[config.mk]
export PLATFORM = sky130hd
export DESIGN_NAME = driver_cover_datagram_port
export DESIGN_NICKNAME = d
export VERILOG_FILES = /design/src/hw/cover_port_pkg.sv /design/src/hw/driver_cover_datagram_port.sv
export SDC_FILE = /design/constraint.sdc
export NUM_CORES = 2
export LEC_CHECK = 0
export ABC_AREA = 1
export BUFFER_PORTS_ARGS = -buffer_cell sky130_fd_sc_hd__buf_2
export CAP_MARGIN = 10
export CORE_MARGIN = 10
export CORE_UTILIZATION = 45
export DETAILED_ROUTE_END_ITERATION = 8
export GPL_TIMING_DRIVEN = 0
export SLEW_MARGIN = 0
export SYNTH_ARGS = -nofsm -noshare
export SYNTH_HDL_FRONTEND = slang
export SYNTH_SLANG_ARGS = --single-unit
[constraint.sdc]
create_clock -name clk_sys_i -period 4.45 [get_ports clk_sys_i]
set_input_delay 0.2225 -clock clk_sys_i [delete_from_list [all_inputs] [get_ports clk_sys_i]]
set_output_delay 0.2225 -clock clk_sys_i [all_outputs]
set_load 0.01 [all_outputs]
[src/hw/cover_port_pkg.sv]
package cover_port_pkg;
	// Register indices; the byte address would be four times the index
	localparam logic [6:0] ADDR_REF_CONF  = 7'h01;
	localparam logic [6:0] ADDR_SPI_CONF  = 7'h04;
	localparam logic [6:0] ADDR_STEP_CONFIG = 7'h0a;
	localparam logic [6:0] ADDR_EVENTS    = 7'h0e;
	localparam logic [6:0] ADDR_STATUS    = 7'h0f;
	localparam logic [6:0] ADDR_SW_VEL    = 7'h1d;
	localparam logic [6:0] ADDR_TX_LOW    = 7'h6c;
	localparam logic [6:0] ADDR_TX_HIGH   = 7'h6d;
	localparam logic [6:0] ADDR_RX_LOW    = 7'h6e;
	localparam logic [6:0] ADDR_RX_HIGH   = 7'h6f;

	// Field positions
	localparam int AUTO_COVER_BIT = 28;
	localparam int FMT_LSB        = 0;
	localparam int LOWT_LSB       = 4;
	localparam int HIGHT_LSB      = 8;
	localparam int LEN_LSB        = 13;
	localparam int BLOCKT_LSB     = 24;
	localparam int SEL_LSB        = 16;
	localparam int DRV_STAT_LSB   = 24;
	localparam int EV_COVER_DONE  = 25;
	localparam int EV_MOTOR       = 30;

	// Reset values
	localparam logic [31:0] RST_ZERO   = 32'h0000_0000;
	localparam logic [31:0] RST_SPI    = 32'h0000_0000;

	// Driver formats and their automatic lengths
	localparam logic [3:0] FMT_OFF = 4'h0;
	localparam logic [6:0] LEN_12  = 7'h0c;
	localparam logic [6:0] LEN_20  = 7'h14;
	localparam logic [6:0] LEN_40  = 7'h28;
	localparam logic [6:0] LEN_MAX = 7'h40;
	localparam logic [6:0] LEN_AUTO_LIMIT = 7'h20;
endpackage

[src/hw/driver_cover_datagram_port.sv]
// The implementer's own choice: strobed register access.
`timescale 1ns/1ps
// Functional notes
// LSB at low cover bit zero; low only
// Over 32 bits, low plus lower high bits
// Every datagram shifts MSB first
// Low cover write starts configured-length transfer
// Software writes high before low
// Length above 64 clamps to 64
// Reply captured into response register pair
// Response uses transmit arrangement, LSB at zero
// Cover-done flag set after response stored
// Velocity auto cover only up to 32 bits
// Threshold register and auto-cover enable bit
// Crossing sends low below, high at/above
// Length field 19:13, zero means automatic
// Format field 3:0, zero switches off
// Auto lengths 12, 20, 40 per format
// Separate low, high and block times
// Current datagram replies also stored
// Driver status bits into status 31:24
// Motor event bit 30 from status
// Event is OR of selected status bits
// Busy-time cover request waits, not lost
module driver_cover_datagram_port
	import cover_port_pkg::*;
(
	// Clock and reset
	input  wire logic        clk_sys_i,
	input  wire logic        rstn_i,
	// Register port
	input  wire logic [6:0]  reg_addr_i,
	input  wire logic [31:0] reg_wdata_i,
	input  wire logic        reg_wr_i,
	input  wire logic        reg_rd_i,
	output logic      [31:0] reg_rdata_o,
	// Ramp and current datagram source
	input  wire logic [31:0] ramp_velocity_i,
	input  wire logic        cur_req_i,
	input  wire logic [63:0] cur_data_i,
	// Driver link
	output logic             spi_sck_o,
	output logic             spi_cs_n_o,
	output logic             spi_mosi_o,
	input  wire logic        spi_miso_i
);
	typedef enum logic [1:0] {ST_IDLE, ST_LOW, ST_HIGH, ST_BLOCK} link_state_e;

	// Software registers
	logic [31:0] ref_conf_q;    // Reference configuration
	logic [31:0] spi_conf_q;    // Output configuration
	logic [31:0] step_config_q;   // Step configuration, holds event select
	logic [31:0] sw_vel_q;      // Velocity threshold
	logic [31:0] tx_low_q;      // Cover word, low part
	logic [31:0] tx_high_q;     // Cover word, high part
	logic [31:0] rx_low_q;      // Reply, low part
	logic [31:0] rx_high_q;     // Reply, high part
	logic [7:0]  drv_stat_q;    // Last driver status bits
	logic        ev_done_q;     // Sticky cover-done event
	logic        ev_motor_q;    // Sticky motor event
	logic [31:0] rdata_q;       // Read data, one cycle late

	// Link state
	link_state_e state_q;
	logic [63:0] tx_sr_q;       // Outgoing shifter, MSB at top
	logic [63:0] rx_sr_q;       // Incoming shifter
	logic [6:0]  bits_q;        // Bits still to shift
	logic [6:0]  len_q;         // Length of the running datagram
	logic [3:0]  tim_q;         // Phase timer
	logic        is_cover_q;    // Running datagram is a cover
	logic        sck_q;
	logic        csn_q;
	logic        miso_m_q;      // Synchroniser first stage
	logic        miso_s_q;      // Synchroniser second stage

	// Pending requests
	logic        man_pend_q;    // Software cover waiting
	logic        auto_pend_q;   // Velocity cover waiting
	logic        auto_hi_q;     // Velocity cover picks the high word
	logic        cur_pend_q;    // Current datagram waiting
	logic [63:0] cur_buf_q;     // Held current datagram
	logic        above_q;       // Last side of the threshold

	// Configuration decode
	logic [3:0]  fmt;
	logic [6:0]  len_field;
	logic [6:0]  auto_len;
	logic [6:0]  cover_len;
	logic [31:0] abs_vel;
	logic        above_now;
	logic        wr_low;
	logic        start_ok;
	logic [63:0] cover_word;
	logic [63:0] cover_sel;
	logic [7:0]  rx_stat;

	assign fmt       = spi_conf_q[FMT_LSB +: 4];
	assign len_field = spi_conf_q[LEN_LSB +: 7];

	// Automatic length per driver format
	always_comb begin
		case (fmt)
			4'h8, 4'h9: auto_len = LEN_12;
			4'ha, 4'hb: auto_len = LEN_20;
			4'hc, 4'hd: auto_len = LEN_40;
			default:    auto_len = 7'h00;
		endcase
	end

	// Programmed length, zero picks automatic, clamped at 64
	always_comb begin
		if (len_field == 7'h00) begin
			cover_len = auto_len;
		end else if (len_field > LEN_MAX) begin
			cover_len = LEN_MAX;
		end else begin
			cover_len = len_field;
		end
	end

	// Combined cover word: low at bit zero, high above it
	assign cover_word = {tx_high_q, tx_low_q};
	// Velocity covers use one 32-bit word only
	assign cover_sel  = auto_hi_q ? {32'h0000_0000, tx_high_q}
	                              : {32'h0000_0000, tx_low_q};

	// Magnitude of the ramp velocity, two's complement input
	assign abs_vel   = ramp_velocity_i[31] ? (~ramp_velocity_i + 32'h0000_0001)
	                                       : ramp_velocity_i;
	assign above_now = abs_vel >= sw_vel_q;

	assign wr_low   = reg_wr_i && (reg_addr_i == ADDR_TX_LOW);
	assign start_ok = (state_q == ST_IDLE) && (fmt != FMT_OFF);

	// Reply status: lowest eight received bits
	assign rx_stat = rx_sr_q[7:0];

	// Configuration register writes
	always_ff @(posedge clk_sys_i) begin
		if (!rstn_i) begin
			ref_conf_q  <= RST_ZERO;
			spi_conf_q  <= RST_SPI;
			step_config_q <= RST_ZERO;
			sw_vel_q    <= RST_ZERO;
		end else if (reg_wr_i) begin
			case (reg_addr_i)
				ADDR_REF_CONF:  ref_conf_q  <= reg_wdata_i;
				ADDR_SPI_CONF:  spi_conf_q  <= reg_wdata_i;
				ADDR_STEP_CONFIG: step_config_q <= reg_wdata_i;
				ADDR_SW_VEL:    sw_vel_q    <= reg_wdata_i;
				default:        ;
			endcase
		end
	end

	// Cover words, stored as written
	always_ff @(posedge clk_sys_i) begin
		if (!rstn_i) begin
			tx_low_q  <= RST_ZERO;
			tx_high_q <= RST_ZERO;
		end else if (reg_wr_i) begin
			if (reg_addr_i == ADDR_TX_LOW) begin
				tx_low_q <= reg_wdata_i;
			end
			// High word is only latched; it never starts a send
			if (reg_addr_i == ADDR_TX_HIGH) begin
				tx_high_q <= reg_wdata_i;
			end
		end
	end

	// Read data, valid in the cycle after the strobe
	always_ff @(posedge clk_sys_i) begin
		if (!rstn_i) begin
			rdata_q <= RST_ZERO;
		end else if (reg_rd_i) begin
			case (reg_addr_i)
				ADDR_REF_CONF:  rdata_q <= ref_conf_q;
				ADDR_SPI_CONF:  rdata_q <= spi_conf_q;
				ADDR_STEP_CONFIG: rdata_q <= step_config_q;
				ADDR_SW_VEL:    rdata_q <= sw_vel_q;
				ADDR_TX_LOW:    rdata_q <= tx_low_q;
				ADDR_TX_HIGH:   rdata_q <= tx_high_q;
				ADDR_RX_LOW:    rdata_q <= rx_low_q;
				ADDR_RX_HIGH:   rdata_q <= rx_high_q;
				ADDR_STATUS: begin
					rdata_q <= {drv_stat_q, 24'h00_0000};
				end
				ADDR_EVENTS: begin
					rdata_q <= {1'b0, ev_motor_q, 4'h0, ev_done_q, 25'h000_0000};
				end
				default:        rdata_q <= RST_ZERO; // Unmapped reads as zero
			endcase
		end
	end

	assign reg_rdata_o = rdata_q;

	// Software cover request; waits while the link is busy
	always_ff @(posedge clk_sys_i) begin
		if (!rstn_i) begin
			man_pend_q <= 1'b0;
		end else if (wr_low && (fmt != FMT_OFF)) begin
			man_pend_q <= 1'b1;
		end else if (start_ok) begin
			man_pend_q <= 1'b0;
		end
	end

	// Threshold crossing detector for velocity covers
	always_ff @(posedge clk_sys_i) begin
		if (!rstn_i) begin
			above_q     <= 1'b0;
			auto_pend_q <= 1'b0;
			auto_hi_q   <= 1'b0;
		end else begin
			above_q <= above_now;
			// A new crossing replaces an older unsent one
			if ((above_now != above_q) && ref_conf_q[AUTO_COVER_BIT]
			    && (cover_len <= LEN_AUTO_LIMIT) && (fmt != FMT_OFF)) begin
				auto_pend_q <= 1'b1;
				auto_hi_q   <= above_now;
			end else if (start_ok && !man_pend_q) begin
				auto_pend_q <= 1'b0;
			end
		end
	end

	// Current datagram request holding
	always_ff @(posedge clk_sys_i) begin
		if (!rstn_i) begin
			cur_pend_q <= 1'b0;
			cur_buf_q  <= 64'h0000_0000_0000_0000;
		end else if (cur_req_i && (fmt != FMT_OFF)) begin
			cur_pend_q <= 1'b1;
			cur_buf_q  <= cur_data_i;
		end else if (start_ok && !man_pend_q && !auto_pend_q) begin
			cur_pend_q <= 1'b0;
		end
	end

	// Miso passes two flops before use
	always_ff @(posedge clk_sys_i) begin
		if (!rstn_i) begin
			miso_m_q <= 1'b0;
			miso_s_q <= 1'b0;
		end else begin
			miso_m_q <= spi_miso_i;
			miso_s_q <= miso_m_q;
		end
	end

	// Link sequencer: covers beat current datagrams in priority
	always_ff @(posedge clk_sys_i) begin
		if (!rstn_i) begin
			state_q    <= ST_IDLE;
			tx_sr_q    <= 64'h0000_0000_0000_0000;
			rx_sr_q    <= 64'h0000_0000_0000_0000;
			bits_q     <= 7'h00;
			len_q      <= 7'h00;
			tim_q      <= 4'h0;
			is_cover_q <= 1'b0;
			sck_q      <= 1'b0;
			csn_q      <= 1'b1;
		end else begin
			case (state_q)
				ST_IDLE: begin
					sck_q <= 1'b0;
					csn_q <= 1'b1;
					// Zero length would wrap the bit count and run 128 bits; such a request is dropped
					if (start_ok && (man_pend_q || auto_pend_q) && (cover_len != 7'h00)) begin
						// Left-align so the top bit leaves first
						tx_sr_q <= (man_pend_q ? cover_word : cover_sel)
						           << (LEN_MAX - cover_len);
						len_q      <= cover_len;
						bits_q     <= cover_len;
						is_cover_q <= 1'b1;
						rx_sr_q    <= 64'h0000_0000_0000_0000;
						tim_q      <= spi_conf_q[LOWT_LSB +: 4];
						csn_q      <= 1'b0;
						state_q    <= ST_LOW;
					end else if (start_ok && cur_pend_q && (auto_len != 7'h00)) begin
						tx_sr_q    <= cur_buf_q << (LEN_MAX - auto_len);
						len_q      <= auto_len;
						bits_q     <= auto_len;
						is_cover_q <= 1'b0;
						rx_sr_q    <= 64'h0000_0000_0000_0000;
						tim_q      <= spi_conf_q[LOWT_LSB +: 4];
						csn_q      <= 1'b0;
						state_q    <= ST_LOW;
					end
				end
				ST_LOW: begin
					// Clock low phase, data already stable
					if (tim_q == 4'h0) begin
						sck_q   <= 1'b1;
						tim_q   <= spi_conf_q[HIGHT_LSB +: 4];
						state_q <= ST_HIGH;
					end else begin
						tim_q <= tim_q - 4'h1;
					end
				end
				ST_HIGH: begin
					// Sample at the end of the high phase
					if (tim_q == 4'h0) begin
						sck_q   <= 1'b0;
						rx_sr_q <= {rx_sr_q[62:0], miso_s_q};
						tx_sr_q <= {tx_sr_q[62:0], 1'b0};
						bits_q  <= bits_q - 7'h01;
						if (bits_q == 7'h01) begin
							csn_q   <= 1'b1;
							tim_q   <= spi_conf_q[BLOCKT_LSB +: 4];
							state_q <= ST_BLOCK;
						end else begin
							tim_q   <= spi_conf_q[LOWT_LSB +: 4];
							state_q <= ST_LOW;
						end
					end else begin
						tim_q <= tim_q - 4'h1;
					end
				end
				ST_BLOCK: begin
					// Gap between datagrams; new requests wait for it
					if (tim_q == 4'h0) begin
						state_q <= ST_IDLE;
					end else begin
						tim_q <= tim_q - 4'h1;
					end
				end
				default: state_q <= ST_IDLE;
			endcase
		end
	end

	assign spi_sck_o  = sck_q;
	assign spi_cs_n_o = csn_q;
	assign spi_mosi_o = tx_sr_q[63];

	// Reply store, once per finished datagram of either kind
	logic store_pulse;
	logic done_arm_q;   // One store per datagram
	assign store_pulse = (state_q == ST_BLOCK) && (tim_q == spi_conf_q[BLOCKT_LSB +: 4])
	                     && csn_q && (len_q != 7'h00) && done_arm_q;

	always_ff @(posedge clk_sys_i) begin
		if (!rstn_i) begin
			done_arm_q <= 1'b0;
		end else if (state_q == ST_LOW) begin
			done_arm_q <= 1'b1;
		end else if (store_pulse) begin
			done_arm_q <= 1'b0;
		end
	end

	// Response pair and driver status
	always_ff @(posedge clk_sys_i) begin
		if (!rstn_i) begin
			rx_low_q   <= RST_ZERO;
			rx_high_q  <= RST_ZERO;
			drv_stat_q <= 8'h00;
		end else if (store_pulse) begin
			rx_low_q   <= rx_sr_q[31:0];
			rx_high_q  <= rx_sr_q[63:32];
			drv_stat_q <= rx_stat;
		end
	end

	// Sticky events; a set in the clearing cycle wins
	logic ev_clear;
	assign ev_clear = reg_rd_i && (reg_addr_i == ADDR_EVENTS);
	always_ff @(posedge clk_sys_i) begin
		if (!rstn_i) begin
			ev_done_q  <= 1'b0;
			ev_motor_q <= 1'b0;
		end else begin
			if (store_pulse && is_cover_q) begin
				ev_done_q <= 1'b1;
			end else if (ev_clear) begin
				ev_done_q <= 1'b0;
			end
			if (store_pulse && |(rx_stat & step_config_q[SEL_LSB +: 8])) begin
				ev_motor_q <= 1'b1;
			end else if (ev_clear) begin
				ev_motor_q <= 1'b0;
			end
		end
	end
endmodule

---- Yosys cells after proc, flatten, opt, wreduce, memory -nomap -nowiden ----
Cells that the tools add are included.
word-level totals
  register bits after elaboration ......... 521
  bits in latches ......................... 0
  bits in writable memories ............... 0
  ROM bits ................................ 0
  input bits .............................. 141
  output and inout bits ................... 35
  logic and storage cells ................. 179
  memories kept ........................... 0
cells by class
  $add $sub $neg .......................... 5
  multipliers ............................. 0
  divide/modulo/power cells ............... 0
  magnitude comparators ................... 3
  equality and inequality tests ........... 28
  shifts and indexed selects .............. 2
  muxes and demuxes ....................... 54
  bitwise operators ....................... 2
  reduce and logical (&&, ||, !) cells .... 55
operator list
  operator                                                                count
  64-bit two-way mux                                                      7
  32-bit one-hot mux with 10 select lines                                 1
  64-bit one-hot mux with 2 select lines                                  2
  64-bit by 7-bit << shifter with 64-bit output                           2
  32-bit two-way mux                                                      2
  7-bit two-way mux                                                       5
  32-bit by 1-bit adder with 32-bit output (second input constant)        1
  32-bit >= comparator                                                    1
  32-bit NOT                                                              1
  7-bit equality test (second input constant)                             4
  4-bit equality test (second input constant)                             6
  4-bit two-way mux                                                       6
  7-bit by 4-bit equality test with 1-bit output (second input constant)  3
  7-bit nonzero test                                                      3
  1-bit logical AND                                                       20
  1-bit two-way mux                                                       19
  6-bit one-hot mux with 3 select lines                                   1
  4-bit one-hot mux with 4 select lines                                   1
  2-bit AND reduction                                                     8
  2-bit nonzero test                                                      8
  7-bit by 1-bit equality test with 1-bit output (second input constant)  2
  7-bit one-hot mux with 2 select lines                                   1
  7-bit subtractor (first input constant)                                 2
  2-bit two-way mux                                                       6
  other kinds (27)                                                        37

---- Longest topological paths before layout ----
  word-level depth ........................ 9
  depth in mapped cells ................... 29
  gate-level depth less buffers ........... 29

---- Worst setup path after synthesis ----
No wires, ideal clock.
  path kind ............................... input port to flip-flop
  start ................................... input ramp_velocity_i[0]
  end ..................................... register auto_pend_q
  library setup time ...................... 0.128 ns
  arrival ................................. 3.076 ns
  required time ........................... 4.322 ns
  path slack .............................. 1.246 ns
  stages on the path ...................... 26
  path buffers ............................ 0
  cell sequence ........................... inv_1 > ha_1 > inv_1 > nor2_1 > nand3_1 > nor2_1 > nand2_1 > nor2_1 > nand3_1 > nor2_1 > nand3_1 > nor3_1 > nand2_1 > nand2_1 > o21ai_0 > xor2_1 > ha_1 > nand2_1 > inv_1 > nand3_1 > nor4_1 > nand4_1 > nand3_1 > nor3_1 > nor3b_1 > nor2_1
on the way
  word-level cells in the longest chain between the ends .. 9
  elaborated cells on any way between the ends .. 10
  classes of those cells .................. add/sub: 1; order compare: 1; eq/ne: 1; mux: 2; bitwise: 1; reduce/logical: 4
RTL lines
  element                                                         line                               text
  from (decl)                                                     driver_cover_datagram_port.sv:38   input wire logic [31:0] ramp_velocity_i,
  32-bit NOT                                                      driver_cover_datagram_port.sv:128  assign abs_vel = ramp_velocity_i[31] ? (~ramp_velocity_i + 32'h0000_0001)
  32-bit by 1-bit adder with 32-bit output                        driver_cover_datagram_port.sv:128
  32-bit two-way mux (*)                                          driver_cover_datagram_port.sv:128
  32-bit >= comparator (*)                                        driver_cover_datagram_port.sv:130  assign above_now = abs_vel >= sw_vel_q;
  1-bit inequality test (*)                                       driver_cover_datagram_port.sv:219  if ((above_now != above_q) && ref_conf_q[AUTO_COVER_BIT]
  1-bit logical AND (*)                                           driver_cover_datagram_port.sv:219
  1-bit logical AND (*) (2 in a row)                              driver_cover_datagram_port.sv:220  && (cover_len <= LEN_AUTO_LIMIT) && (fmt != FMT_OFF)) begin
  1-bit two-way mux / 2-bit nonzero test (equally long branches)  n/a
  to (signal assigned)                                            driver_cover_datagram_port.sv:214  auto_pend_q <= 1'b0;
  to (signal assigned)                                            driver_cover_datagram_port.sv:221  auto_pend_q <= 1'b1;
  to (signal assigned)                                            driver_cover_datagram_port.sv:224  auto_pend_q <= 1'b0;
  to (decl)                                                       driver_cover_datagram_port.sv:78   logic auto_pend_q;
Mark *: on every way between the ends. The rest lies on a longest branch, timed or not.
A chain may end at the register's enable or synchronous reset.

---- Worst setup path in the final report ----
  start ................................... register spi_conf_q[2]
  end ..................................... register tx_sr_q[55]
on the way
  word-level cells in the longest chain between the ends .. 8
  elaborated cells on any way between the ends .. 28
  classes of those cells .................. add/sub: 2; eq/ne: 7; shift: 2; mux: 5; reduce/logical: 12
RTL lines
  element                                                                                        line                                                                  text
  from (decl)                                                                                    driver_cover_datagram_port.sv:51                                      logic [31:0] spi_conf_q;
  from (signal assigned)                                                                         driver_cover_datagram_port.sv:148                                     ADDR_SPI_CONF: spi_conf_q <= reg_wdata_i;
  4-bit equality test                                                                            driver_cover_datagram_port.sv:102                                     case (fmt)
  2-bit OR reduction                                                                             driver_cover_datagram_port.sv:102
  6-bit one-hot mux with 3 select lines                                                          driver_cover_datagram_port.sv:102
  7-bit subtractor / 7-bit two-way mux (equally long branches)                                   driver_cover_datagram_port.sv:283, driver_cover_datagram_port.sv:112
  64-bit by 7-bit << shifter with 64-bit output, or another cell as far along                    driver_cover_datagram_port.sv:283                                     tx_sr_q <= cur_buf_q << (LEN_MAX - auto_len);
  64-bit two-way mux, or another cell as far along                                               driver_cover_datagram_port.sv:282                                     end else if (start_ok && cur_pend_q && (auto_len != 7'h00)) begin
  64-bit two-way mux / 3-bit by 1-bit inequality test with 1-bit output (equally long branches)  n/a
  64-bit one-hot mux with 2 select lines / 3-bit AND reduction (equally long branches)           n/a
  to (signal assigned)                                                                           driver_cover_datagram_port.sv:273                                     tx_sr_q <= (man_pend_q ? cover_word : cover_sel)
  to (signal assigned)                                                                           driver_cover_datagram_port.sv:283
  to (signal assigned)                                                                           driver_cover_datagram_port.sv:308                                     tx_sr_q <= {tx_sr_q[62:0], 1'b0};
  to (decl)                                                                                      driver_cover_datagram_port.sv:65                                      logic [63:0] tx_sr_q;
Several ways; a longest one is shown, not always the timed one. The select of a mux whose other input is x is not followed.

==> impl_metrics.toml <==
[sta]
setup_viol = 0
finClkSkew_ns = 0.0516
finalCritPeriodShare_pct = 95.4
setup_slack_ns = 0.205
slew_violations = 0
finalCriticalPeriod_ns = 4.25
rsz0062_at_grt = "false"
tightest_slew_ns = 1.23
hold_viol_final = 0
whs_ns = 0.0489
clock.fmax_mhz = 236
relSlewSlack_pct = 17.7

[flow_run]
cap_violations = 0

[layout]
syn_to_final_growth_pct = 16.1
post-route-util_pct = 53.0
finalNetCount = 5171
layout-drive-gt1-share_pct = 7.57

[routing]
routed_wl_um = 138000
vias = 34500
wl_per_cell_um = 23.4
drt_iter0_drc = 4431
drcViolationCount = 0
vias_per_cell = 5.85
firstDrtPassIters = 6
postRouteAntennaNets = 0

[synth]
synth-edff-count = 0
synth_cell_types = 49
ys_top_cells_by_count = "nand2_1 (1259), dfxtp_1 (513), nand3_1 (503)"
syn_inst = 4666
yosys.area.top_type = "dfxtp_1"
syn_area_mm2 = 0.0295
synth_flop_cell = "dfxtp_1"
async_flop_share_pct = 0
yosys_warnings = 0
ys_seq_area_share_pct = 34.8
postSynthNetCount = 4846
ys_ff_latch = 513
synth_area_leaders = "dfxtp_1 (35%), nand2_1 (16%), nand3_1 (8.5%)"
syn_avg_cell_area_um2 = 6.33
synth_top_area_share_pct = 34.8
yosysMostFrequentCell = "nand2_1"

[global_routing]
grt_pass1_wl_um = 201000
antenna_found_initial = 3
use_met2_pct = 52.6
grt_pass1_vias = 31400
top_usage_layer = "met2"
grt_usage_pct = 33.8
grt_start_max_net_pins = 18
overflow = 0
grtUsageMet3_pct = 5.41
grtUsageMet1_pct = 43.8

[clock_network]
h-tree-depth = 2
cts_tree = "done"
clk_pin_slew_worst_paths_ns = 0.06
cts.sinks = 513
root_buffer = "clkbuf_16"
numCtsBuffers = 55
clk_latency_ns = 0.66
clockBufferDepth = 3

[die]
rows = 93
initial_core_util_pct = 45.6
ios = 176
die_w_um = 276
die-area_mm2 = 0.0762
fp.dieH_um = 276
core_area_mm2 = 0.0647

[setup_path]
slowest_stage = "o21ai_0"
worstPathCellList = "inv_1, nand2_2, buf_2, buf_2, buf_2, buf_2, ha_2, clkinv_1, clkbuf_1, o21ai_0, o21ai_0, o22ai_1, nor2_1, nor2_1, nand3_1, nand2_1, a21oi_1"
r2r_slack_ns = 0.20
path_class = "reg2reg"
crit_path_max_incr_delay_ns = 0.43
crit_path_end_kind = "flop"
cp.arrival_ns = 4.73
critPathRequiredTime_ns = 4.94
cp-start-kind = "flop"
critical_path_peak_fanout = 10
critPathMostFrequentCell = "buf_2"

[placed_design]
portBuffers = 173
routabilityCongestion = 1.04
dp_hpwl_um = 108000
dp_slack_ns = -0.316

[min_path]
hold_class = "in2reg"

[power_and_ir_drop]
peakVddDrop_mv = 0.338
finalPower_w = 0.0101
p_leak_nw = 13.8
power.density_mw_per_mm2 = 296

[status]
status = "finished, final reports clean"
## metal layers
metal | part of all wire, % | wire length, µm | vias up
li1 | - | - | 16300
met1 | 41 | 57100 | 16100
met2 | 44 | 60400 | 1746
met3 | 8.4 | 11600 | 390
met4 | 6.5 | 9040 | 2
met5 | 0.0094 | 13 | -
## cell families (layout without fill, tap and decap cells)
group | after synthesis | count (layout) | share of synthesized area (%)
mux | 6 | 6 | 0.203
other cells | 0 | 4 | 0
xor+xnor | 35 | 35 | 1.04
fa+ha+maj | 39 | 39 | 1.65
compound gates | 1225 | 1225 | 22.7
buf+inv | 738 | 1107 | 9.86
flops | 513 | 513 | 34.8
simple gates | 2110 | 2110 | 29.7
## state kept, by name, indices dropped and copies added (netlist names), 2 cells and up
| register | cells |
|---|---|
| bits_q | 7 |
| reg_rdata_o | 32 |
| sw_vel_q | 32 |
| ref_conf_q | 32 |
| tx_sr_q | 64 |
| spi_conf_q | 32 |
| state_q | 2 |
| tx_low_q | 32 |
| cur_buf_q | 64 |
| rx_sr_q | 64 |
| step_config_q | 32 |
| tx_high_q | 32 |
| rx_low_q | 32 |
| rx_high_q | 32 |
| tim_q | 4 |
| len_q | 7 |
## final timing paths
check	start	end	cells after the start
worst max-delay path	spi_conf_q[2]$_SDFFE_PN0P_	tx_sr_q[55]$_SDFFE_PN0P_	17
worst min-delay path	reg_wdata_i[13]	sw_vel_q[13]$_SDFFE_PN0P_	3
worst max register to register	spi_conf_q[2]$_SDFFE_PN0P_	tx_sr_q[55]$_SDFFE_PN0P_	17
worst min register to register	miso_m_q$_SDFF_PN0_	miso_s_q$_SDFF_PN0_	2
## critical path, delay by kind of cell (launching register included)
kind                     cells  cell delay (ns)
AO/OA/AOI/OAI                4             0.88
adder cells (fa/ha/maj)      1             0.32
buffers and inverters        7             1.73
flip-flops                   1             0.36
AND/OR/NAND/NOR              5             0.81
## power by group
| part | internal, W | switching [W] | leakage (nW) |
|---|---|---|---|
| Sequential | 0.00461 | 0.00000958 | 4.13 |
| Combinational | 0.000256 | 0.000564 | 8.76 |
| Clock | 0.00265 | 0.00205 | 0.892 |
## placed cells by master (no fill, tap or decap), drive strengths merged, types with 3 or more instances in the layout
cell / Yosys / routed
a211oi: 37 / 37
a21oi: 458 / 458
a221oi: 40 / 40
a31oi: 15 / 15
buf: 114 / 289
clkbuf: 224 / 304
clkinv: 8 / 19
clkinvlp: 0 / 5
dfxtp: 513 / 513
diode: 0 / 4
dlygate4sd3: 0 / 96
ha: 39 / 39
inv: 392 / 392
mux2i: 6 / 6
nand2: 1266 / 1266
nand3: 505 / 505
nand3b: 3 / 3
nand4: 16 / 16
nor2: 281 / 281
nor3: 25 / 25
nor4: 6 / 6
o2111ai: 6 / 6
o211ai: 17 / 17
o21ai: 524 / 524
o21bai: 6 / 6
o221ai: 7 / 7
o22ai: 87 / 87
o31ai: 6 / 6
o41ai: 13 / 13
or2: 7 / 7
xnor2: 8 / 8
xor2: 27 / 27
## per-stage QoR
stage	TNS (ns)	cells	cell area (µm²)
after floorplan	0	4666	29500
after CTS	0	5890	34300
final	0	5894	34300
after global routing	0	5892	34300
after global placement	-2.20	5694	31500
after detailed placement	-2.17	5694	31500
## timing repair
action | CTS | global route
buffers inserted | 0 | 2
endpoints found under the setup margin | 19 | 37
resized for setup | 2 | 6
endpoints found under the hold margin | 146 | 0
hold buffers | 96 | 0
## area by class of cell
cell class / count / area [µm²]
multi-input combinational: 3415 / 16300
clock buffer: 83 / 1620
fill: 6819 / 30400
timing repair buffer: 271 / 1840
inverter: 400 / 1510
tap: 855 / 1070
clock inverter: 18 / 219
sequential: 513 / 10300
buffer: 335 / 1400
antenna: 4 / 10.0
Note: power is estimated with default switching activity, not from simulation.
